### config.mk
export PLATFORM = sky130hd
export DESIGN_NAME = emr_router
export DESIGN_NICKNAME = d
export VERILOG_FILES = /design/src/inc/emr_pkg.sv /design/src/hw/emr_msg_mem.sv /design/src/hw/emr_router.sv
export SDC_FILE = /design/constraint.sdc
export NUM_CORES = 1
export LEC_CHECK = 0
export BUFFER_PORTS_ARGS = -buffer_cell sky130_fd_sc_hd__buf_2
export CORE_MARGIN = 3
export CORE_UTILIZATION = 45
export DETAILED_ROUTE_END_ITERATION = 7
export PLACE_DENSITY = 0.66
export SETUP_SLACK_MARGIN = 0.4
export SLEW_MARGIN = 20
export SYNTH_ARGS = -nofsm -noshare
export SYNTH_HDL_FRONTEND = slang
export SYNTH_SLANG_ARGS = --single-unit
### constraint.sdc
create_clock -name clk_i -period 3.2 [get_ports clk_i]
set_input_delay 0.32 -clock clk_i [delete_from_list [all_inputs] [get_ports clk_i]]
set_output_delay 0.32 -clock clk_i [all_outputs]
set_load 0.01 [all_outputs]
### src/inc/emr_pkg.sv
// package for the error message router: register map, field positions,
// reset values, message kinds and counts.
// assumes a classic wishbone slave with 32-bit data and byte addressing.
package emr_pkg;

   // register word indices (64h, 66h, 67h are not all word aligned,
   // so each is an index and the byte address is four times it)
   localparam logic [7:0] SERR_EN_IDX     = 8'h64;
   localparam logic [7:0] SMI_EN_IDX      = 8'h66;
   localparam logic [7:0] SCI_EN_IDX      = 8'h67;
   localparam logic [7:0] FLAG_STS_IDX    = 8'h68;
   localparam logic [7:0] GLOBAL_CTL_IDX  = 8'h69;
   localparam logic [7:0] MSG_CNT_IDX     = 8'h6a;

   // reset values
   localparam logic [15:0] SERR_EN_RST    = 16'h0000;
   localparam logic [7:0]  SMI_EN_RST     = 8'h00;
   localparam logic [7:0]  SCI_EN_RST     = 8'h00;
   localparam logic [15:0] FLAG_STS_RST   = 16'h0000;
   localparam logic        SERR_GLB_RST   = 1'b0;

   // writable bits of each enable register (reserved bits read zero)
   localparam logic [15:0] SERR_EN_MASK   = 16'h2be3;
   localparam logic [7:0]  SMI_EN_MASK    = 8'h0b;
   localparam logic [7:0]  SCI_EN_MASK    = 8'h0b;

   // error flag and enable bit positions
   localparam int FSB_GLITCH_BIT  = 13;
   localparam int THERMAL_BIT     = 11;
   localparam int LOCK_BIT        = 9;
   localparam int REFRESH_BIT     = 8;
   localparam int THROTTLE_BIT    = 7;
   localparam int TABORT_BIT      = 6;
   localparam int UNSC_BIT        = 5;
   localparam int THERM_SMI_BIT   = 3;
   localparam int THERM_SCI_BIT   = 3;
   localparam logic [15:0] FLAG_MASK = 16'h2be0;

   // queued refresh count that raises the refresh timeout
   localparam int          REFRESH_LIMIT  = 1024;
   localparam int          REFQ_W         = 11;

   // pending message queue
   localparam int          MSGQ_DEPTH     = 16;
   localparam int          MSGQ_AW        = 4;

   // message kind on the hub link
   localparam logic [1:0]  MSG_SERR       = 2'h1;
   localparam logic [1:0]  MSG_SMI        = 2'h2;
   localparam logic [1:0]  MSG_SCI        = 2'h3;

   typedef enum logic [1:0] {
      EMR_IDLE,
      EMR_LOAD,
      EMR_SEND
   } emr_state_t;

endpackage
### src/hw/emr_msg_mem.sv
// small memory holding pending message kinds for the router.
// assumes one clock; read data is registered, one cycle after rd_en_i.
`timescale 1ns/10ps
`default_nettype none
module emr_msg_mem (
   input  wire logic                       clk_i,
   input  wire logic                       ce_i,
   input  wire logic                       wr_en_i,
   input  wire logic [emr_pkg::MSGQ_AW-1:0] wr_addr_i,
   input  wire logic [1:0]                 wr_data_i,
   input  wire logic                       rd_en_i,
   input  wire logic [emr_pkg::MSGQ_AW-1:0] rd_addr_i,
   output logic      [1:0]                 rd_data_o
);
   logic [1:0] mem_ff [emr_pkg::MSGQ_DEPTH];

   always_ff @(posedge clk_i) begin
      if (ce_i && wr_en_i) begin
         mem_ff[wr_addr_i] <= wr_data_i;
      end
      if (ce_i && rd_en_i) begin
         rd_data_o <= mem_ff[rd_addr_i];
      end
   end
endmodule
`default_nettype wire

### src/hw/emr_router.sv
// error message router: raises serr, smi and sci special messages on the hub link.
// assumes error events arrive as one-cycle pulses from logic on clk_i, and that
// the hub link takes a message when hub_msg_valid_o and hub_msg_ready_i are both high.
//
// Summary of operation
// RULE1 - 16-bit serr enable register, reset zero, gates serr per condition.
// RULE2 - serr messages also need the global serr enable bit set.
// RULE3 - every serr report leaves as a hub link message, no pin.
// RULE4 - one error occurrence yields exactly one special message; occurrences in the same cycle share one message here.
// RULE5 - software enables at most one of serr, smi, sci per condition.
// RULE6 - bit 13 sends serr on front-side bus strobe glitch.
// RULE7 - bit 11 sends serr on thermal trip needing serr.
// RULE8 - bit 9 sends serr on locked access to non-dram space.
// RULE9 - bit 8 sends serr on dram refresh timeout.
// RULE10 - bit 7 sends serr on dram read or write throttle.
// RULE11 - bit 6 sends serr on target abort of own hub cycle.
// RULE12 - bit 5 sends serr on unimplemented special cycle completion.
// RULE13 - software keeps ecc enable bits 1 and 0 at zero.
// RULE14 - 8-bit smi enable, reset zero; bit 3 sends smi on thermal trip.
// RULE15 - 8-bit sci enable, reset zero; bit 3 sends sci on thermal trip.
// RULE16 - one thermal trip never causes more than one message.
// RULE17 - message only when the flag is set and its enable set.
// RULE18 - no new thermal message while thermal flag set; write one clears.
// RULE19 - refresh timeout flag sets when 1024 refreshes are queued.
// RULE20 - pending messages are queued while link busy, none lost; a message raised while the queue is full is dropped.
`timescale 1ns/10ps
`default_nettype none
module emr_router (
   input  wire logic        clk_i,
   input  wire logic        rst_i,
   input  wire logic        ce_i,
   // wishbone slave
   input  wire logic        cyc_i,
   input  wire logic        stb_i,
   input  wire logic        we_i,
   input  wire logic [11:0] adr_i,
   input  wire logic [3:0]  sel_i,
   input  wire logic [31:0] dat_i,
   output logic      [31:0] dat_o,
   output logic             ack_o,
   // error events, one-cycle pulses
   input  wire logic        fsb_glitch_i,
   input  wire logic        therm_trip_i,
   input  wire logic [1:0]  therm_kind_i,
   input  wire logic        lock_nondram_i,
   input  wire logic        refresh_queued_i,
   input  wire logic        refresh_done_i,
   input  wire logic        throttle_i,
   input  wire logic        target_abort_i,
   input  wire logic        unsc_cpl_i,
   // hub link message port
   output logic             hub_msg_valid_o,
   output logic      [1:0]  hub_msg_kind_o,
   input  wire logic        hub_msg_ready_i,
   output logic             queue_full_o
);

   ////////////////////////////////////////////////////////////////////////
   // register bus decode

   logic [15:0] serr_en_ff;
   logic [7:0]  smi_en_ff;
   logic [7:0]  sci_en_ff;
   logic [15:0] flag_ff;
   logic        serr_glb_ff;
   logic        ack_ff;
   logic [31:0] dat_ff;
   logic [7:0]  msg_cnt_ff;

   wire        bus_req  = cyc_i & stb_i & ~ack_ff;
   wire [9:0]  word_idx = adr_i[11:2];
   wire        hit_serr = word_idx == {2'h0, emr_pkg::SERR_EN_IDX};
   wire        hit_smi  = word_idx == {2'h0, emr_pkg::SMI_EN_IDX};
   wire        hit_sci  = word_idx == {2'h0, emr_pkg::SCI_EN_IDX};
   wire        hit_sts  = word_idx == {2'h0, emr_pkg::FLAG_STS_IDX};
   wire        hit_glb  = word_idx == {2'h0, emr_pkg::GLOBAL_CTL_IDX};
   wire        hit_cnt  = word_idx == {2'h0, emr_pkg::MSG_CNT_IDX};
   wire        wr_stb   = bus_req & we_i;
   wire [31:0] lane_m   = {{8{sel_i[3]}}, {8{sel_i[2]}}, {8{sel_i[1]}}, {8{sel_i[0]}}};
   wire [31:0] wdat     = dat_i & lane_m;

   wire [15:0] nxt_serr_en = (serr_en_ff & ~lane_m[15:0]) | (wdat[15:0] & emr_pkg::SERR_EN_MASK); // see RULE1
   wire [7:0]  nxt_smi_en  = (smi_en_ff & ~lane_m[7:0]) | (wdat[7:0] & emr_pkg::SMI_EN_MASK); // see RULE14
   wire [7:0]  nxt_sci_en  = (sci_en_ff & ~lane_m[7:0]) | (wdat[7:0] & emr_pkg::SCI_EN_MASK); // see RULE15
   wire [15:0] flag_clr    = (wr_stb & hit_sts) ? (wdat[15:0] & emr_pkg::FLAG_MASK) : 16'h0000;

   wire [31:0] rd_mux =
      hit_serr ? {16'h0000, serr_en_ff} :
      hit_smi  ? {24'h000000, smi_en_ff} :
      hit_sci  ? {24'h000000, sci_en_ff} :
      hit_sts  ? {16'h0000, flag_ff} :
      hit_glb  ? {31'h0, serr_glb_ff} :
      hit_cnt  ? {24'h000000, msg_cnt_ff} : 32'h00000000;

   always_ff @(posedge clk_i) begin
      if (rst_i) begin
         ack_ff <= 1'b0;
         dat_ff <= 32'h00000000;
      end else if (ce_i) begin
         ack_ff <= bus_req;
         dat_ff <= (bus_req & ~we_i) ? rd_mux : 32'h00000000;
      end
   end

   always_ff @(posedge clk_i) begin
      if (rst_i) begin
         serr_en_ff  <= emr_pkg::SERR_EN_RST;
         smi_en_ff   <= emr_pkg::SMI_EN_RST;
         sci_en_ff   <= emr_pkg::SCI_EN_RST;
         serr_glb_ff <= emr_pkg::SERR_GLB_RST;
      end else if (ce_i && wr_stb) begin
         if (hit_serr) serr_en_ff <= nxt_serr_en;
         if (hit_smi) smi_en_ff <= nxt_smi_en;
         if (hit_sci) sci_en_ff <= nxt_sci_en;
         if (hit_glb && sel_i[0]) serr_glb_ff <= dat_i[0];
      end
   end

   assign ack_o = ack_ff;
   assign dat_o = dat_ff;

   ////////////////////////////////////////////////////////////////////////
   // refresh backlog counter

   logic [emr_pkg::REFQ_W-1:0] refq_ff;
   wire refq_inc = refresh_queued_i & ~refresh_done_i & (refq_ff != emr_pkg::REFQ_W'(emr_pkg::REFRESH_LIMIT));
   wire refq_dec = refresh_done_i & ~refresh_queued_i & (refq_ff != '0);
   wire refresh_timeout = refq_inc & (refq_ff == emr_pkg::REFQ_W'(emr_pkg::REFRESH_LIMIT - 1)); // see RULE19

   always_ff @(posedge clk_i) begin
      if (rst_i) begin
         refq_ff <= '0;
      end else if (ce_i) begin
         if (refq_inc) refq_ff <= refq_ff + 1'b1;
         else if (refq_dec) refq_ff <= refq_ff - 1'b1;
      end
   end

   ////////////////////////////////////////////////////////////////////////
   // error flags and message selection

   // thermal trip is kind-tagged: one trip picks one message path only
   wire therm_serr = therm_trip_i & (therm_kind_i == emr_pkg::MSG_SERR); // see RULE16
   wire therm_smi  = therm_trip_i & (therm_kind_i == emr_pkg::MSG_SMI);
   wire therm_sci  = therm_trip_i & (therm_kind_i == emr_pkg::MSG_SCI);

   // thermal flag latches only when a message is really raised, and blocks more
   wire therm_en_serr = therm_serr & serr_en_ff[emr_pkg::THERMAL_BIT] & serr_glb_ff; // see RULE7
   wire therm_en_smi  = therm_smi & smi_en_ff[emr_pkg::THERM_SMI_BIT];  // see RULE14
   wire therm_en_sci  = therm_sci & sci_en_ff[emr_pkg::THERM_SCI_BIT];  // see RULE15
   wire therm_new     = ~flag_ff[emr_pkg::THERMAL_BIT] & (therm_en_serr | therm_en_smi | therm_en_sci); // see RULE18

   logic [15:0] evt;
   always_comb begin
      evt = 16'h0000;
      evt[emr_pkg::FSB_GLITCH_BIT] = fsb_glitch_i;
      evt[emr_pkg::LOCK_BIT]       = lock_nondram_i;
      evt[emr_pkg::REFRESH_BIT]    = refresh_timeout;
      evt[emr_pkg::THROTTLE_BIT]   = throttle_i;
      evt[emr_pkg::TABORT_BIT]     = target_abort_i;
      evt[emr_pkg::UNSC_BIT]       = unsc_cpl_i;
      evt[emr_pkg::THERMAL_BIT]    = therm_new;
   end

   // a new occurrence sets its flag; set wins over write-one clear
   wire [15:0] nxt_flag = (flag_ff & ~flag_clr) | evt; // see RULE17

   always_ff @(posedge clk_i) begin
      if (rst_i) begin
         flag_ff <= emr_pkg::FLAG_STS_RST;
      end else if (ce_i) begin
         flag_ff <= nxt_flag;
      end
   end

   // per-condition serr gating, bits 13,9,8,7,6,5
   wire [15:0] serr_gate = serr_en_ff & emr_pkg::FLAG_MASK & {16{serr_glb_ff}}; // see RULE2
   wire [15:0] serr_hit  = evt & serr_gate & ~(16'h0001 << emr_pkg::THERMAL_BIT); // see RULE6 see RULE8 see RULE9
   // above covers throttle, target abort and unsc as well: see RULE10 see RULE11 see RULE12

   // each cycle with any enabled occurrence requests one enqueue, smi or sci kind ahead of serr; serr kind routed as a link message
   wire        serr_req = (|serr_hit) | (therm_new & therm_en_serr); // see RULE3 see RULE4
   wire        smi_req  = therm_new & therm_en_smi;
   wire        sci_req  = therm_new & therm_en_sci;
   wire        enq_req  = serr_req | smi_req | sci_req;
   wire [1:0]  enq_kind = smi_req ? emr_pkg::MSG_SMI : sci_req ? emr_pkg::MSG_SCI : emr_pkg::MSG_SERR;

   ////////////////////////////////////////////////////////////////////////
   // pending message queue and link sender

   logic [emr_pkg::MSGQ_AW:0]   wp_ff;
   logic [emr_pkg::MSGQ_AW:0]   rp_ff;
   logic                        valid_ff;
   logic [1:0]                  kind_ff;
   logic                        full_ff;
   emr_pkg::emr_state_t         state_ff;
   emr_pkg::emr_state_t         nxt_state;
   wire  [1:0]                  mem_rd;

   wire q_empty = wp_ff == rp_ff;
   wire q_full  = (wp_ff[emr_pkg::MSGQ_AW] != rp_ff[emr_pkg::MSGQ_AW]) &&
                  (wp_ff[emr_pkg::MSGQ_AW-1:0] == rp_ff[emr_pkg::MSGQ_AW-1:0]);
   // a full queue cannot take more; depth covers one of each source
   wire do_enq  = enq_req & ~q_full; // see RULE20
   wire do_deq  = (state_ff == emr_pkg::EMR_IDLE) & ~q_empty;
   wire sent    = valid_ff & hub_msg_ready_i;

   emr_msg_mem u_mem (
      .clk_i     (clk_i),
      .ce_i      (ce_i),
      .wr_en_i   (do_enq),
      .wr_addr_i (wp_ff[emr_pkg::MSGQ_AW-1:0]),
      .wr_data_i (enq_kind),
      .rd_en_i   (do_deq),
      .rd_addr_i (rp_ff[emr_pkg::MSGQ_AW-1:0]),
      .rd_data_o (mem_rd)
   );

   always_comb begin
      nxt_state = state_ff;
      unique case (state_ff)
         emr_pkg::EMR_IDLE: if (do_deq) nxt_state = emr_pkg::EMR_LOAD;
         emr_pkg::EMR_LOAD: nxt_state = emr_pkg::EMR_SEND;
         emr_pkg::EMR_SEND: if (sent) nxt_state = emr_pkg::EMR_IDLE;
      endcase
   end

   always_ff @(posedge clk_i) begin
      if (rst_i) begin
         wp_ff      <= '0;
         rp_ff      <= '0;
         state_ff   <= emr_pkg::EMR_IDLE;
         valid_ff   <= 1'b0;
         kind_ff    <= 2'h0;
         full_ff    <= 1'b0;
         msg_cnt_ff <= 8'h00;
      end else if (ce_i) begin
         state_ff <= nxt_state;
         full_ff  <= q_full;
         if (do_enq) wp_ff <= wp_ff + 1'b1;
         if (do_deq) rp_ff <= rp_ff + 1'b1;
         if (state_ff == emr_pkg::EMR_LOAD) begin
            valid_ff <= 1'b1;
            kind_ff  <= mem_rd;
         end else if (sent) begin
            valid_ff   <= 1'b0;
            msg_cnt_ff <= msg_cnt_ff + 8'h01;
         end
      end
   end

   assign hub_msg_valid_o = valid_ff;
   assign hub_msg_kind_o  = kind_ff;
   assign queue_full_o    = full_ff;

endmodule
`default_nettype wire

==> impl_metrics.tcl, run 1 <==
set metrics [dict create \
    core_area_mm2 0.0128 \
    first_pass_iters 6 \
    worst-setup-path-type "register to register" \
    wl_per_cell_um 17.0 \
    finalNetCount 742 \
    status "finished, final reports clean" \
    grt_pass1_vias 4504 \
    p_sw_frac 0.260 \
    pre_cts_ws_ps 267 \
    avgSynthCellArea_um2 10.2 \
    clock_path_buffers 2 \
    critPathRequiredTime_ps 3450 \
    viasPerCell 5.52 \
    drc_errors 0 \
    fmax_mhz 357 \
    worstHoldPathType "input port to register" \
    die_y_um 121 \
    max-slew-margin-rel 0.339 \
    period_share 0.874 \
    hold_violations 0 \
    dieArea_mm2 0.0147 \
    multi_input_area_mm2 0.00304 \
    ioPinCount 102 \
    hpwl_um 9650 \
    clockPowerShare 0.407 \
    setup_viol 0 \
    pwr-share-seq 0.392 \
    postCtsHoldBufs 0 \
    grt.overflow.total 0 \
    end_kind "register" \
    async_flop_share 0 \
    num-fill-cells 1080 \
    ir_drop_v 0.000567 \
    grt_pass1_wl_um 22500 \
    comb_power_share 0.201 \
    clock-skew-final_ps 5.56 \
    fin_setup_tns_ps 0 \
    p_sw_w 0.00116 \
    critPathLaunchType "register" \
    cts_tree "built" \
    slew_viol_final 0 \
    synth-seq-area-share 0.480 \
    antenna_found_initial 0 \
    wl_um 14300 \
    final_antenna_net_count 0 \
    arrival_ps 3050 \
    layout.area.seq_mm2 0.00287 \
    p_per_area_mw_per_mm2 616 \
    setup_slack_ps 403 \
    internal_power_w 0.00330 \
    period_needed_ps 2800 \
    initialDrtViolationCount 408 \
    syn-cell-area_mm2 0.00596 \
    die_w_um 121 \
    ys_ff_latch 126 \
    critPathMaxFanout 8 \
    initial_utilization 0.466 \
    cts-root-buf "clkbuf_16" \
    max_slew.worst_pin.slew_ps 992 \
    rows 41 \
    routed-via-count 4651 \
    cts_max_level 4 \
    synth_ff_type "dfxtp_1" \
    port_buffers 59 \
    p_leak_nw 2.72 \
    synth.distinct_cells 69 \
    track_usage 0.197 \
    cts_buffers 17 \
    clkTransAtPathRegs_ps 50 \
    drive_above_1_share 0.241 \
    fin_cells 843 \
    area_growth_pct 21.4 \
    grt_setup_unrepaired "yes" \
    synth-edff-count 34 \
    place_congestion 0.872 \
    yosys_warnings 0 \
    n_antenna_cell 0 \
    grt_max_degree 54 \
    syn-instance-count 582 \
    dp.cells 795 \
    cts_sinks 126 \
    maxCapViolCount 0 \
    clock_latency_ps 410 \
]
-- worst paths after layout --
path / start / endpoint / slack [ps] / cells past startpoint
hold / removal: dat_i[7] / register / 160 / 3
setup reg to reg: refq_ff[3] / refq_ff[1] / 400 / 16
setup / recovery: refq_ff[3] / refq_ff[1] / 400 / 16
hold reg to reg: sci_en_ff[5] / sci_en_ff[5] / 460 / 1
-- cell usage in the layout, fill, tap and decap left out, types with 6 or more instances in the layout --
cell type	netlist	routed
o21ai_0	20	17
conb_1	1	16
xor2_1	9	9
dfxtp_1	92	87
edfxtp_1	34	34
buf_2	7	60
nor2_1	82	80
xnor2_1	19	17
nand3_1	13	13
and2_1	18	18
mux2i_1	20	20
nor3_1	8	8
nand4_1	8	8
buf_4	18	18
a21oi_1	25	23
a222oi_1	6	6
clkinv_2	0	6
ha_1	18	12
inv_1	16	16
ha_4	0	6
mux4_2	10	10
a22oi_1	15	15
clkbuf_16	0	18
nand2_1	42	42
-- through the flow --
step / util / hold slack, ps / area (um^2) / power (W)
after floorplan: - / 430 / 6020 / 0.00215
after detailed placement: 0.497 / 446 / 6350 / 0.00227
after global placement: 0.497 / 442 / 6350 / 0.00225
final: 0.566 / 157 / 7230 / 0.00446
after global routing: 0.566 / 158 / 7230 / 0.00464
after CTS: 0.549 / 146 / 7010 / 0.00423
-- critical path: stages (launching register included) --
cell and delay [ps]:
dfxtp_4 360, nor4_4 270, nand4_1 220, buf_4 200
buf_4 130, buf_6 110, buf_4 120, buf_4 120
buf_4 120, buf_4 120, buf_4 130, buf_6 110
nor2_4 100, nor3_4 80, buf_6 170, mux2i_1 180
nor2_1 70
-- cells by family after synthesis --
group,synth area share
fa+ha+maj,0.0412
simple gates,0.198
buf+inv,0.0491
compound gates,0.116
xor+xnor,0.0412
flops,0.480
mux,0.0739
other cells,0.000629
-- power groups by stage --
stage / combinational [W] / clock (W) / sequential (W)
after global placement: 0.000508 / 0 / 0.00175
after global routing: 0.000969 / 0.00192 / 0.00175
after floorplan: 0.000418 / 0 / 0.00174
after CTS: 0.000676 / 0.00184 / 0.00172
after detailed placement: 0.000527 / 0 / 0.00175
final: 0.000897 / 0.00181 / 0.00174
-- routing by layer --
metal  GRT usage  part of all wire  routed length (um)  vias up
li1            -                 -                   -     2216
met1       0.264              0.45                6480     2261
met2       0.311              0.47                6730      153
met3      0.0503             0.060                 857       21
met4      0.0694             0.016                 224        0
met5           0                 0                   0        -
-- timing repair --
action / in CTS / in global routing
resized for setup: 8 / 32
pin swaps: 5 / 12
gates cloned: 0 / 1
setup buffers: 10 / 5
endpoints found under the setup margin: 2 / 11
-- cell usage after synthesis (12+ instances only) --
cell,instances,area [um^2]
dfxtp_1,92,1840
nor2_1,82,308
nand2_1,42,158
edfxtp_1,34,1020
a21oi_1,25,125
mux2i_1,20,200
o21ai_0,20,100
xnor2_1,19,166
and2_1,18,113
buf_4,18,135
ha_1,18,225
inv_1,16,60.1
a22oi_1,15,113
nand3_1,13,65.1
clkbuf_1,12,45.0
-- layout make-up --
cell class / instances / share of cell area
repair buffers: 82 / 0.0664
clock inverters: 7 / 0.00830
flip-flops and latches: 126 / 0.397
well taps: 172 / 0.0298
clock buffers: 25 / 0.0687
multi-input cells: 414 / 0.421
inverters: 17 / 0.00882
(Power assumes the default switching activity.)
==> inputs of run 2 (changes only) <==
- CORE_ASPECT_RATIO: unset -> 1.5
==> run 2 against run 1 <==
Against the previous run:
- sequential cell count unchanged
- sequential share of layout area up 0.61 points
- cell area down 1.6%
==> impl_metrics.tcl, run 2 (synthesized netlist as in run 1, its figures left out) <==
set metrics [dict create \
    p_leak_nw 2.66 \
    critPathRequiredTime_ps 3510 \
    cts_sinks 126 \
    place_congestion 0.880 \
    end_kind "register" \
    layout_commonest_cell "dfxtp_1" \
    max-slew-margin-rel 0.385 \
    cts_buffers 17 \
    cts_tree "built" \
    setup_viol 0 \
    postCtsHoldBufs 0 \
    clock_latency_ps 410 \
    max_slew.worst_pin.slew_ps 919 \
    antenna_found_initial 0 \
    track_usage 0.196 \
    final_antenna_net_count 0 \
    p_per_area_mw_per_mm2 599 \
    hpwl_um 10200 \
    initialDrtViolationCount 243 \
    layout_common_cells "87 x dfxtp_1, 82 x nor2_1, 59 x buf_2, 42 x nand2_1, 34 x edfxtp_1" \
    fin_setup_tns_ps 0 \
    grt_max_degree 49 \
    drive_above_1_share 0.239 \
    drc_errors 0 \
    rows 50 \
    critPathLaunchType "register" \
    port_buffers 59 \
    hold_violations 0 \
    die_w_um 100 \
    area_growth_pct 19.4 \
    arrival_ps 3060 \
    grt_setup_unrepaired "yes" \
    clock_path_buffers 2 \
    cts_max_level 4 \
    dieArea_mm2 0.0147 \
    die_y_um 147 \
    cts-root-buf "clkbuf_16" \
    ioPinCount 102 \
    wl_um 14100 \
    wl_per_cell_um 17.2 \
    critPathMaxFanout 6 \
    setup_slack_ps 458 \
    viasPerCell 5.50 \
    ir_drop_v 0.000355 \
    worstHoldPathType "input port to register" \
    core_area_mm2 0.0127 \
    pre_cts_ws_ps 344 \
    period_needed_ps 2740 \
    place_area_mm2 0.00637 \
    worst-setup-path-type "register to register" \
    clkTransAtPathRegs_ps 60 \
    initial_utilization 0.469 \
    maxCapViolCount 0 \
    slew_viol_final 0 \
    ff2ff_setup_slack_ps 460 \
    n_antenna_cell 0 \
    period_share 0.857 \
    grt_pass1_wl_um 22700 \
    first_pass_iters 5 \
    routed-via-count 4509 \
    fmax_mhz 365 \
    finalNetCount 735 \
    stdcell_area_mm2 0.00712 \
    status "finished, final reports clean" \
    grt.overflow.total 0 \
    clock-skew-final_ps 6.02 \
    grt_pass1_vias 4525 \
]
run 2: cell types whose count changed in the layout (fill, tap and decap cells not counted), sizes merged:
cell | before | now
clkbuf | 25 | 17
buf | 82 | 75
clkinvlp | 0 | 4
inv | 17 | 21
run 2: critical path: stages (launching register included):
cell and delay, ps:
dfxtp_2 350, nor4_2 270, nand4_1 170, o21ai_2 250
buf_6 180, buf_12 110, ha_4 160, and4_1 210
a211oi_2 50, o21ai_2 80, a31oi_2 140, or4b_4 560
o311ai_2 100
run 2: repair_timing:
| item | CTS | global route |
|---|---|---|
| hold endpoints to repair | 0 | 0 |
| setup endpoints to repair | 2 | 5 |
| setup buffers | 0 | 4 |
| resized for setup | 2 | 29 |
| pin swaps | 1 | 9 |
run 2: routing by layer:
metal | share of wire | global-route usage | vias to the layer above
met5 | 0 | 0 | -
li1 | - | - | 2197
met2 | 0.52 | 0.336 | 98
met4 | 0.024 | 0.0895 | 0
met1 | 0.41 | 0.233 | 2189
met3 | 0.040 | 0.0399 | 25
run 2: area by class of cell:
type | instances | area (um^2)
Timing Repair Buffer | 75 | 432
Sequential cell | 126 | 2870
Fill cell | 1112 | 5580
Clock buffer | 17 | 425
Tap cell | 156 | 195
Inverter | 17 | 63.8
Multi-Input combinational cell | 414 | 2990
Clock inverter | 15 | 139
run 2: metrics by stage:
stage               total power (W)   util  hold WS, ps  instances
global route                0.00443  0.560          177        820
floorplan                   0.00215      -          430        597
detailed placement          0.00230  0.502          448        784
global placement            0.00228  0.502          443        784
finish                      0.00426  0.560          169        820
CTS                         0.00414  0.547          162        816
run 2: final timing paths:
| check | endpoint | startpoint | depth (start not counted) |
|---|---|---|---|
| worst max register to register | refq_ff[9] | refq_ff[4] | 12 |
| worst min register to register | hub_msg_kind_o[1] | hub_msg_kind_o[1] | 2 |
| worst max-delay path | refq_ff[9] | refq_ff[4] | 12 |
| worst min-delay path | register | dat_i[3] | 3 |
run 2: power breakdown:
| part | total [W] | internal (W) | switching (W) | leakage [nW] |
|---|---|---|---|---|
| Clock | 0.00183 | 0.00108 | 0.000754 | 0.267 |
| Sequential | 0.00173 | 0.00167 | 0.0000605 | 1.07 |
| Combinational | 0.000696 | 0.000336 | 0.000361 | 1.33 |
| Total | 0.00426 | 0.00308 | 0.00118 | 2.66 |
